### src/verilog/sramh_pkg.sv
// Shared constants and types of the static memory host controller.
package sramh_pkg;
    localparam int ADDR_W       = 19;
    localparam int DATA_W       = 16;
    localparam int CNT_W        = 4;
    localparam int CLK_PERIOD_NS = 10;
    localparam int T_RD_NS      = 45;
    localparam int T_PWE_NS     = 35;
    localparam int T_HD_NS      = 0;
    localparam int T_HZ_NS      = 18;
    localparam logic [CNT_W-1:0] RD_CYCLES =
        CNT_W'((T_RD_NS + CLK_PERIOD_NS - 1) / CLK_PERIOD_NS);
    localparam logic [CNT_W-1:0] PWE_CYCLES =
        CNT_W'((T_PWE_NS + CLK_PERIOD_NS - 1) / CLK_PERIOD_NS);
    localparam logic [CNT_W-1:0] HOLD_CYCLES =
        CNT_W'((T_HD_NS + CLK_PERIOD_NS - 1) / CLK_PERIOD_NS > 0 ?
               (T_HD_NS + CLK_PERIOD_NS - 1) / CLK_PERIOD_NS : 1);
    localparam logic [CNT_W-1:0] TURN_CYCLES =
        CNT_W'((T_HZ_NS + CLK_PERIOD_NS - 1) / CLK_PERIOD_NS);
    localparam logic [1:0]        LANES_NONE  = 2'h3;
    localparam logic [ADDR_W-1:0] ADDR_RST    = 19'h00000;
    localparam logic [DATA_W-1:0] DATA_RST    = 16'h0000;
    localparam logic [CNT_W-1:0]  CNT_RST     = 4'h0;
    localparam logic [CNT_W-1:0]  CNT_LAST    = 4'h1;

    typedef enum logic [4:0] {
        ST_IDLE    = 5'h01,
        ST_RD_WAIT = 5'h02,
        ST_WR_PULS = 5'h04,
        ST_WR_HOLD = 5'h08,
        ST_RECOVER = 5'h10
    } sramh_state_e;
endpackage : sramh_pkg

### src/verilog/sramh_tmr_if.sv
// Carrier between the sequencer and its phase timer.
`timescale 1ns/100ps
interface sramh_tmr_if;
    import sramh_pkg::*;
    logic             load;
    logic [CNT_W-1:0] count;
    logic             done;
    modport ctrl (output load, output count, input done);
    modport tmr  (input load, input count, output done);
endinterface : sramh_tmr_if

### src/verilog/sramh_timer.sv
// Phase timer: a load of N makes done high in the Nth cycle after the load.
`timescale 1ns/100ps
module sramh_timer
    import sramh_pkg::*;
(
    input  wire logic core_clk,
    input  wire logic rst_n,
    sramh_tmr_if.tmr  tmr
);
    logic [CNT_W-1:0] cnt_reg;

    always_ff @(posedge core_clk or negedge rst_n) begin
        if (!rst_n) begin
            cnt_reg <= CNT_RST;
        end else if (tmr.load) begin
            cnt_reg <= tmr.count;
        end else if (cnt_reg != CNT_RST) begin
            cnt_reg <= cnt_reg - CNT_LAST;
        end
    end

    assign tmr.done = (cnt_reg == CNT_LAST);
endmodule : sramh_timer

### src/verilog/sramh_ctrl.sv
// Host controller that runs reads and writes on an asynchronous 16-bit memory.
// Operation
// - Host holds write data around terminating edge.
// - Host never drives while device drives.
// - Write strobe stays high during reads.
// - Address loads on the same edge as selects and lanes assert.
// - Chip selects always driven to clean levels.
`timescale 1ns/100ps
module sramh_ctrl
    import sramh_pkg::*;
(
    input  wire logic              core_clk,
    input  wire logic              rst_n,
    input  wire logic              req_valid,
    input  wire logic              req_write,
    input  wire logic [ADDR_W-1:0] req_addr,
    input  wire logic [DATA_W-1:0] req_wdata,
    input  wire logic [1:0]        req_lanes,
    output logic                   req_ready,
    output logic                   rsp_valid,
    output logic [DATA_W-1:0]      rsp_rdata,
    output logic [ADDR_W-1:0]      sram_addr,
    output logic                   chip_select_low_active_n,
    output logic                   chip_select_high_active,
    output logic                   write_strobe_n,
    output logic                   output_enable_n,
    output logic                   upper_lane_enable_n,
    output logic                   lower_lane_enable_n,
    output logic [DATA_W-1:0]      data_pins_o,
    output logic                   data_pins_oe,
    input  wire logic [DATA_W-1:0] data_pins_i
);
    sramh_state_e state_reg;
    sramh_state_e state_next;
    logic         take;
    logic [1:0]   lanes_n;
    sramh_tmr_if  tmr_bus ();

    sramh_timer u_timer (
        .core_clk (core_clk),
        .rst_n    (rst_n),
        .tmr      (tmr_bus.tmr)
    );

    ////////////////////////////////////////////////////////////////////////////
    // Sequencer.

    assign take    = (state_reg == ST_IDLE) && req_valid && req_ready;
    // An empty lane mask is widened to both lanes so a write is always qualified.
    assign lanes_n = (req_lanes == 2'h0) ? 2'h0 : ~req_lanes;

    always_comb begin
        state_next = state_reg;
        case (state_reg)
            ST_IDLE: begin
                if (take) begin
                    state_next = req_write ? ST_WR_PULS : ST_RD_WAIT;
                end
            end
            ST_RD_WAIT: begin
                if (tmr_bus.done) begin
                    state_next = ST_RECOVER;
                end
            end
            ST_WR_PULS: begin
                if (tmr_bus.done) begin
                    state_next = ST_WR_HOLD;
                end
            end
            ST_WR_HOLD: begin
                if (tmr_bus.done) begin
                    state_next = ST_RECOVER;
                end
            end
            ST_RECOVER: begin
                if (tmr_bus.done) begin
                    state_next = ST_IDLE;
                end
            end
            default: begin
                state_next = ST_IDLE;
            end
        endcase
    end

    always_comb begin
        tmr_bus.load  = 1'b0;
        tmr_bus.count = CNT_RST;
        case (state_reg)
            ST_IDLE: begin
                tmr_bus.load  = take;
                tmr_bus.count = req_write ? PWE_CYCLES : RD_CYCLES;
            end
            ST_WR_PULS: begin
                tmr_bus.load  = tmr_bus.done;
                tmr_bus.count = HOLD_CYCLES;
            end
            ST_RD_WAIT, ST_WR_HOLD: begin
                tmr_bus.load  = tmr_bus.done;
                tmr_bus.count = TURN_CYCLES;
            end
            default: begin
                tmr_bus.load  = 1'b0;
                tmr_bus.count = CNT_RST;
            end
        endcase
    end

    always_ff @(posedge core_clk or negedge rst_n) begin
        if (!rst_n) begin
            state_reg <= ST_IDLE;
            req_ready <= 1'b0;
        end else begin
            state_reg <= state_next;
            req_ready <= (state_next == ST_IDLE);
        end
    end

    ////////////////////////////////////////////////////////////////////////////
    // Memory pins.

    always_ff @(posedge core_clk or negedge rst_n) begin
        if (!rst_n) begin
            sram_addr <= ADDR_RST;
        end else if (take) begin
            sram_addr <= req_addr;
        end
    end

    always_ff @(posedge core_clk or negedge rst_n) begin
        if (!rst_n) begin
            chip_select_low_active_n <= 1'b1;
            chip_select_high_active  <= 1'b0;
            upper_lane_enable_n      <= LANES_NONE[1];
            lower_lane_enable_n      <= LANES_NONE[0];
        end else if (take) begin
            chip_select_low_active_n <= 1'b0;
            chip_select_high_active  <= 1'b1;
            upper_lane_enable_n      <= lanes_n[1];
            lower_lane_enable_n      <= lanes_n[0];
        end else if (tmr_bus.done && (state_reg == ST_RD_WAIT || state_reg == ST_WR_HOLD)) begin
            chip_select_low_active_n <= 1'b1;
            chip_select_high_active  <= 1'b0;
            upper_lane_enable_n      <= LANES_NONE[1];
            lower_lane_enable_n      <= LANES_NONE[0];
        end
    end

    always_ff @(posedge core_clk or negedge rst_n) begin
        if (!rst_n) begin
            write_strobe_n  <= 1'b1;
            output_enable_n <= 1'b1;
        end else begin
            // Write strobe falls with the selects and rises first to end the write.
            write_strobe_n  <= !(take ? req_write
                                      : (state_reg == ST_WR_PULS && !tmr_bus.done));
            // Output enable is low only for reads, so writes never see data out.
            output_enable_n <= !(take ? !req_write
                                      : (state_reg == ST_RD_WAIT && !tmr_bus.done));
        end
    end

    always_ff @(posedge core_clk or negedge rst_n) begin
        if (!rst_n) begin
            data_pins_o  <= DATA_RST;
            data_pins_oe <= 1'b0;
        end else if (take && req_write) begin
            data_pins_o  <= req_wdata;
            data_pins_oe <= 1'b1;
        end else if (state_reg == ST_WR_HOLD && tmr_bus.done) begin
            data_pins_oe <= 1'b0;
        end
    end

    always_ff @(posedge core_clk or negedge rst_n) begin
        if (!rst_n) begin
            rsp_valid <= 1'b0;
            rsp_rdata <= DATA_RST;
        end else begin
            rsp_valid <= (state_reg == ST_RD_WAIT) && tmr_bus.done;
            if ((state_reg == ST_RD_WAIT) && tmr_bus.done) begin
                rsp_rdata <= data_pins_i;
            end
        end
    end
endmodule : sramh_ctrl

### config.mk
export PLATFORM = sky130hd
export DESIGN_NAME = sramh_ctrl
export DESIGN_NICKNAME = d
export VERILOG_FILES = /design/src/verilog/sramh_pkg.sv /design/src/verilog/sramh_tmr_if.sv /design/src/verilog/sramh_timer.sv /design/src/verilog/sramh_ctrl.sv
export SDC_FILE = /design/constraint.sdc
export NUM_CORES = 1
export LEC_CHECK = 0
export ABC_AREA = 1
export BUFFER_PORTS_ARGS = -buffer_cell sky130_fd_sc_hd__buf_2
export CORE_MARGIN = 5
export CORE_UTILIZATION = 43
export DETAILED_ROUTE_END_ITERATION = 8
export PLACE_DENSITY = 0.75
export SYNTH_ARGS = -nofsm -noshare
export SYNTH_HDL_FRONTEND = slang
export SYNTH_SLANG_ARGS = --single-unit
### constraint.sdc
create_clock -name core_clk -period 1.6 [get_ports core_clk]
set_clock_uncertainty 0.2 [all_clocks]
set_input_delay 0.32 -clock core_clk [delete_from_list [all_inputs] [get_ports core_clk]]
set_output_delay 0.32 -clock core_clk [all_outputs]
set_load 0.01 [all_outputs]
==> impl_metrics.yaml, run 1 <==
grt:
  grt_use_total: 0.1960
  antenna_found_initial: 0
  grt_max_degree: 36
  grt_pass1_wl_um: 13390
  grt_pass1_vias: 2855
  grt_remaining_overflow: 0
critical_path:
  startpoint_type: "flip-flop"
  path_class: "flip-flop to flip-flop"
  cp.arrival_ps: 1800
  cp_max_fo: 7
  required_ps: 1660
  cp-end-kind: "flip-flop"
run:
  maxCapViolations: 0
routing:
  vias: 2743
  drtIter0Drc: 163
  drt_pass1_iterations: 4
  wl_um: 8358
  viasPerCell: 4.705
  ant_nets: 0
  drc: 0
  routedWlPerCell_um: 14.34
run_status:
  status: "complete, but fails checks"
  violations: "negative setup slack"
sta:
  tns_ps: -1131
  slew_violations: 0
  max_clock_freq_ghz: 0.5741
  hold_viol_final: 0
  slew_headroom: 0.8129
  setup_viol: 27
  holdWs_ps: 9.248
  period_minus_slack_ps: 1742
  post-route-period-util: 1.089
  rsz0062_at_grt: "true"
  worst_pin_slew_ps: 280.6
  fin_ws_ps: -141.8
synthesis:
  synth_mux_area_frac: 0
  ys_types: 29
  postSynthCellCount: 326
  synth-seq-cells: 69
  synth_top_family_by_area: "simple AND/OR/NAND/NOR gates"
  synth-compound-area-share: 0.02642
  synthSimpleGateAreaFrac: 0.2850
  synthAdderAreaFrac: 0.01299
  synth_xor_area_frac: 0.009095
  synth_seq_area_share: 0.6003
  synth_nets: 386
  avgSynthCellArea_um2: 8.862
  yosys_warnings: 0
  syn-cell-area_um2: 2889
placement:
  dp.cells: 526
  portBuffers: 116
  place.gp.congestion: 0.7793
  dp_hpwl_um: 5209
clocking:
  cts_tree: "done"
  cts.sinks: 69
  cts_buffer_depth: 2
  cts_buffers: 9
  cts_htree_levels: 3
  clkTransAtPathRegs_ps: 70
  root_buffer: "clkbuf_8"
  insertion_delay_ps: 330
layout:
  fin_util: 0.6682
  top_register: "sram_addr"
  largest_reg_flops: 19
  nets: 563
  syn_to_final_growth_pct: 49.37
  drive_gt1_frac: 0.3696
  layout.cells.non_filler: 583
  largest_registers: "sram_addr (19), data_pins_o (16), rsp_rdata (16)"
  num_antenna_cells: 0
power_and_ir_drop:
  p_leak_nw: 2.383
  p_per_area_nw_per_um2: 1771
  worst_ir_drop_vdd_v: 0.0008918
die:
  start_util: 0.4473
  dieArea_um2: 8458
  coreArea_um2: 6459
  die_width_um: 91.97
  die_h_um: 91.97
  fp-row-count: 29
  io-pin-count: 117
min_path:
  hold_class: "input pin to flip-flop"
-- synthesized netlist by cell type (all sizes together) --
cell type	n	area (um^2)
inv	25	96.35
buf	7	80.07
a31oi	2	12.51
ha	3	37.54
o211ai	2	15.01
o22ai	1	6.260
nand3	20	105.1
nor3	2	10.01
o21ai	4	20.02
nor2	19	81.33
o31ai	1	7.510
nand4	2	12.51
xor2	2	17.52
dfstp	6	157.7
dfrtp	63	1577
xnor2	1	8.760
nand2	159	614.3
a21oi	3	15.01
clkbuf	4	15.01
-- layout make-up --
| class | count | area (um^2) |
|---|---|---|
| Clock inverter | 5 | 53.80 |
| Sequential cell | 69 | 1734 |
| Multi-Input combinational cell | 221 | 1020 |
| Clock buffer | 9 | 123.9 |
| Tap cell | 77 | 96.34 |
| Fill cell | 508 | 2143 |
| Inverter | 25 | 106.4 |
| Timing Repair Buffer | 177 | 1181 |
-- power breakdown --
part	switching, W	internal [W]	total [W]
sequential	0.000432	0.00253	0.00296
combinational	0.00191	0.00146	0.00336
clock	0.000627	0.000697	0.00132
-- timing repair --
item / in CTS / in global routing
endpoints found under the setup margin: 47 / 56
pin swaps: 1 / 7
buffers inserted: 5 / 3
hold buffers: 35 / 0
resized for setup: 14 / 21
endpoints found under the hold margin: 80 / 0
cloned: 0 / 0
-- through the flow --
stage	cell area, um^2	power (W)	setup slack (ps)
3_3_place_gp	3618	0.005758	-30.95
4_1_cts	4227	0.007402	-19.56
6_report	4315	0.007644	-141.8
2_1_floorplan	2889	0.004644	-3.940
3_5_place_dp	3618	0.005850	-91.16
5_1_grt	4315	0.008187	-242.8
-- critical path, cell delays in order (launching register included) --
cell and delay (ps):
dfrtp_1 400, inv_2 60, ha_1 150, inv_2 50, nor2_4 240, nand2_2 160
nand4_1 170, inv_1 100, nor2_2 130
-- layer usage --
| metal | global-route usage | part of all wire | wire length [um] |
|---|---|---|---|
| met5 | 0 | 0 | 0 |
| met4 | 0.06064 | 0.019 | 156 |
| met3 | 0.06137 | 0.072 | 605 |
| met2 | 0.3163 | 0.48 | 4042 |
| met1 | 0.2539 | 0.43 | 3554 |
-- path summary, 6_finish.rpt --
path | startpoint | end | slack, ps | depth (start not counted)
max | u_timer.cnt_reg[1] | u_timer.cnt_reg[2] | -140 | 8
min | data_pins_i[3] | rsp_rdata[3] | 9 | 3
max reg2reg | u_timer.cnt_reg[1] | u_timer.cnt_reg[2] | -140 | 8
min reg2reg | upper_lane_enable_n | upper_lane_enable_n | 260 | 2
max in group asynchronous | rst_n | lower_lane_enable_n | 410 | 3
min in group asynchronous | rst_n | data_pins_o[9] | 200 | 2
-- logic make-up (layout without fill, tap and decap cells) --
family,Yosys count,in the layout
flops,69,69
fa+ha+maj,3,3
buf+inv,36,216
xor+xnor,3,3
simple gates,202,202
compound gates,13,13
-- placed cells by master, fill, tap and decap left out, types with 2 or more instances in the layout --
cell	instances
dfstp_2	6
a21oi_1	3
nand2_1	153
nand3_2	3
nor3_1	2
ha_1	3
buf_12	2
buf_2	116
nand3_1	17
nand2_2	2
inv_2	6
clkinv_2	3
xor2_1	2
o21ai_0	3
nor2_1	13
nand2_4	3
o211ai_1	2
nor2_2	5
clkbuf_8	9
buf_6	4
buf_8	2
inv_1	17
dfrtp_1	63
nand4_1	2
dlygate4sd3_1	35
buf_4	18
Power figures use the tool's default switching activity.
==> inputs of run 2 (changes only) <==
CORE_MARGIN = 2   (was 5)
CORE_UTILIZATION = 35   (was 43)
PLACE_DENSITY = default   (was 0.75)
==> run 2 against run 1 <==
Effect of this change: the flow still finishes with violations (negative setup slack); wire length decreased by 0.32%; sequential cell count unchanged; sequential power increased by 2%; worst setup slack improved by 88 ps; maximum frequency increased by 5.3%; via count increased by 1.6%; worst hold slack got worse by 6.1 ps; critical path depth unchanged; cell count increased by 6.0%; combinational power increased by 8.9%; die area increased by 6.4%; global-route usage decreased by 2.3 points; largest power group unchanged.
==> impl_metrics.yaml, run 2 (same netlist as run 1, synthesis figures left out) <==
power_and_ir_drop:
  comb_power_share: 0.442
  p_sw_w: 0.003130
  p_int_w: 0.005143
  clkPwrFrac: 0.195
  p_leak_nw: 2.479
  worst_ir_drop_vdd_v: 0.0007636
  p_per_area_nw_per_um2: 1753
  power_frac_seq: 0.363
  p_sw_frac: 0.3783
critical_path:
  cp_max_fo: 8
  critPathTopFamily: "simple AND/OR/NAND/NOR gates"
  cp_num_buf_inv: 3
  slowest_delay_ps: 390
  crit_top_cell: "inv_2"
  required_ps: 1630
  cp-end-kind: "flip-flop"
  cp.arrival_ps: 1690
  cpMaxStageDelayCell: "dfrtp_1"
  path_cells: "inv_2 -> ha_4 -> inv_2 -> nor2_4 -> nand2_4 -> clkbuf_16 -> nand2_2 -> nand2_1"
  path_class: "flip-flop to flip-flop"
  startpoint_type: "flip-flop"
die:
  die_h_um: 94.86
  die_width_um: 94.86
  io-pin-count: 117
  fp-row-count: 33
  dieArea_um2: 8997
  start_util: 0.3570
  coreArea_um2: 8093
layout:
  multiInputGateArea_um2: 1200
  top_register: "sram_addr"
  final_common_cell: "nand2_1"
  seq_area_um2: 1734
  most-common-layout-cells: "nand2_1 (123), buf_2 (116), dfrtp_1 (63)"
  nets: 567
  layout.cells.non_filler: 618
  design_area_um2: 4720
  largest_reg_flops: 19
  largest_registers: "sram_addr (19), data_pins_o (16), rsp_rdata (16)"
  fill_cells: 720
  drive_gt1_frac: 0.4297
  syn_to_final_growth_pct: 63.36
grt:
  grt_pass1_vias: 2556
  grt_pass1_wl_um: 12010
  grt_use_total: 0.1733
  antenna_found_initial: 0
  grt_max_degree: 70
  grt_remaining_overflow: 0
sta:
  setup_viol: 36
  rsz0062_at_grt: "true"
  hold_viol_final: 0
  max_clock_freq_ghz: 0.6047
  slew_violations: 0
  holdWs_ps: 3.107
  post-route-period-util: 1.034
  slew_headroom: 0.7566
  fin_ws_ps: -53.74
  period_minus_slack_ps: 1654
  worst_pin_slew_ps: 365.0
clocking:
  cts_buffer_depth: 2
  cts_tree: "done"
  cts_buffers: 9
  cts_htree_levels: 3
  insertion_delay_ps: 340
  clkTransAtPathRegs_ps: 80
  cts.sinks: 69
  root_buffer: "clkbuf_8"
placement:
  dp.cells: 551
  portBuffers: 116
  place_area_um2: 3656
  dp_hpwl_um: 4942
  dpl_worst_slack_ps: -63.72
  place.gp.congestion: 0.7822
min_path:
  hold_class: "input pin to flip-flop"
routing:
  drc: 0
  drtIter0Drc: 147
  viasPerCell: 4.510
  wl_um: 8331
  vias: 2787
  drt_pass1_iterations: 4
  ant_nets: 0
  routedWlPerCell_um: 13.48
run:
  maxCapViolations: 0
run_status:
  violations: "negative setup slack"
  status: "complete, but fails checks"
==> run 2: layout make-up <==
cell class                      instances  share of cell area
Clock inverter                          5             0.01750
Tap cell                              105             0.02784
Timing Repair Buffer                  180              0.2784
Sequential cell                        69              0.3674
Antenna cell                            1           0.0005302
Clock buffer                           11             0.02996
Inverter                               25             0.02413
Multi-Input combinational cell        222              0.2542
==> run 2: worst paths after layout <==
kind / from / to / slack [ps] / cells past startpoint
max in group asynchronous: rst_n / chip_select_low_active_n / 540 / 3
worst min-delay path: req_wdata[10] / data_pins_o[10] / 3 / 3
worst max register to register: u_timer.cnt_reg[1] / rsp_rdata[2] / -50 / 8
worst max-delay path: u_timer.cnt_reg[1] / rsp_rdata[2] / -50 / 8
worst min register to register: data_pins_o[12] / data_pins_o[12] / 270 / 2
min in group asynchronous: rst_n / rsp_rdata[8] / 320 / 3
==> run 2: power groups by stage <==
stage / Combinational [W] / Clock (W) / Sequential, W
floorplan: 0.00140 / 0 / 0.00324
global placement: 0.00288 / 0 / 0.00293
detailed placement: 0.00296 / 0 / 0.00293
CTS: 0.00307 / 0.00164 / 0.00291
global route: 0.00407 / 0.00172 / 0.00310
finish: 0.00366 / 0.00161 / 0.00301
==> run 2: routing by layer <==
metal | vias up | GRT usage | share of wire
li1 | 1372 | - | -
met3 | 17 | 0.04150 | 0.050
met5 | - | 0 | 0
met4 | 0 | 0.07126 | 0.023
met2 | 100 | 0.2754 | 0.50
met1 | 1298 | 0.2276 | 0.43
==> run 2: tightest hold or removal path, cell delays in order <==
cell     delay, ps
buf_2           90
nand3_2         60
nand2_1         50
==> run 2: per-stage QoR <==
stage	utilization	total power, W	TNS (ps)
2_1_floorplan	-	0.004644	-35.46
3_3_place_gp	0.4518	0.005810	-48.70
3_5_place_dp	0.4518	0.005884	-489.4
4_1_cts	0.5329	0.007621	-204.6
5_1_grt	0.5829	0.008891	-5533
6_report	0.5832	0.008273	-762.2
==> run 2: repair_timing <==
item | 4_1_cts | 5_1_grt
hold buffers | 41 | 0
setup buffers | 0 | 3
gates cloned | 0 | 6
endpoints found under the hold margin | 103 | 0
gates resized for setup | 6 | 73
setup endpoints to repair | 32 | 65
pin swaps | 1 | 21
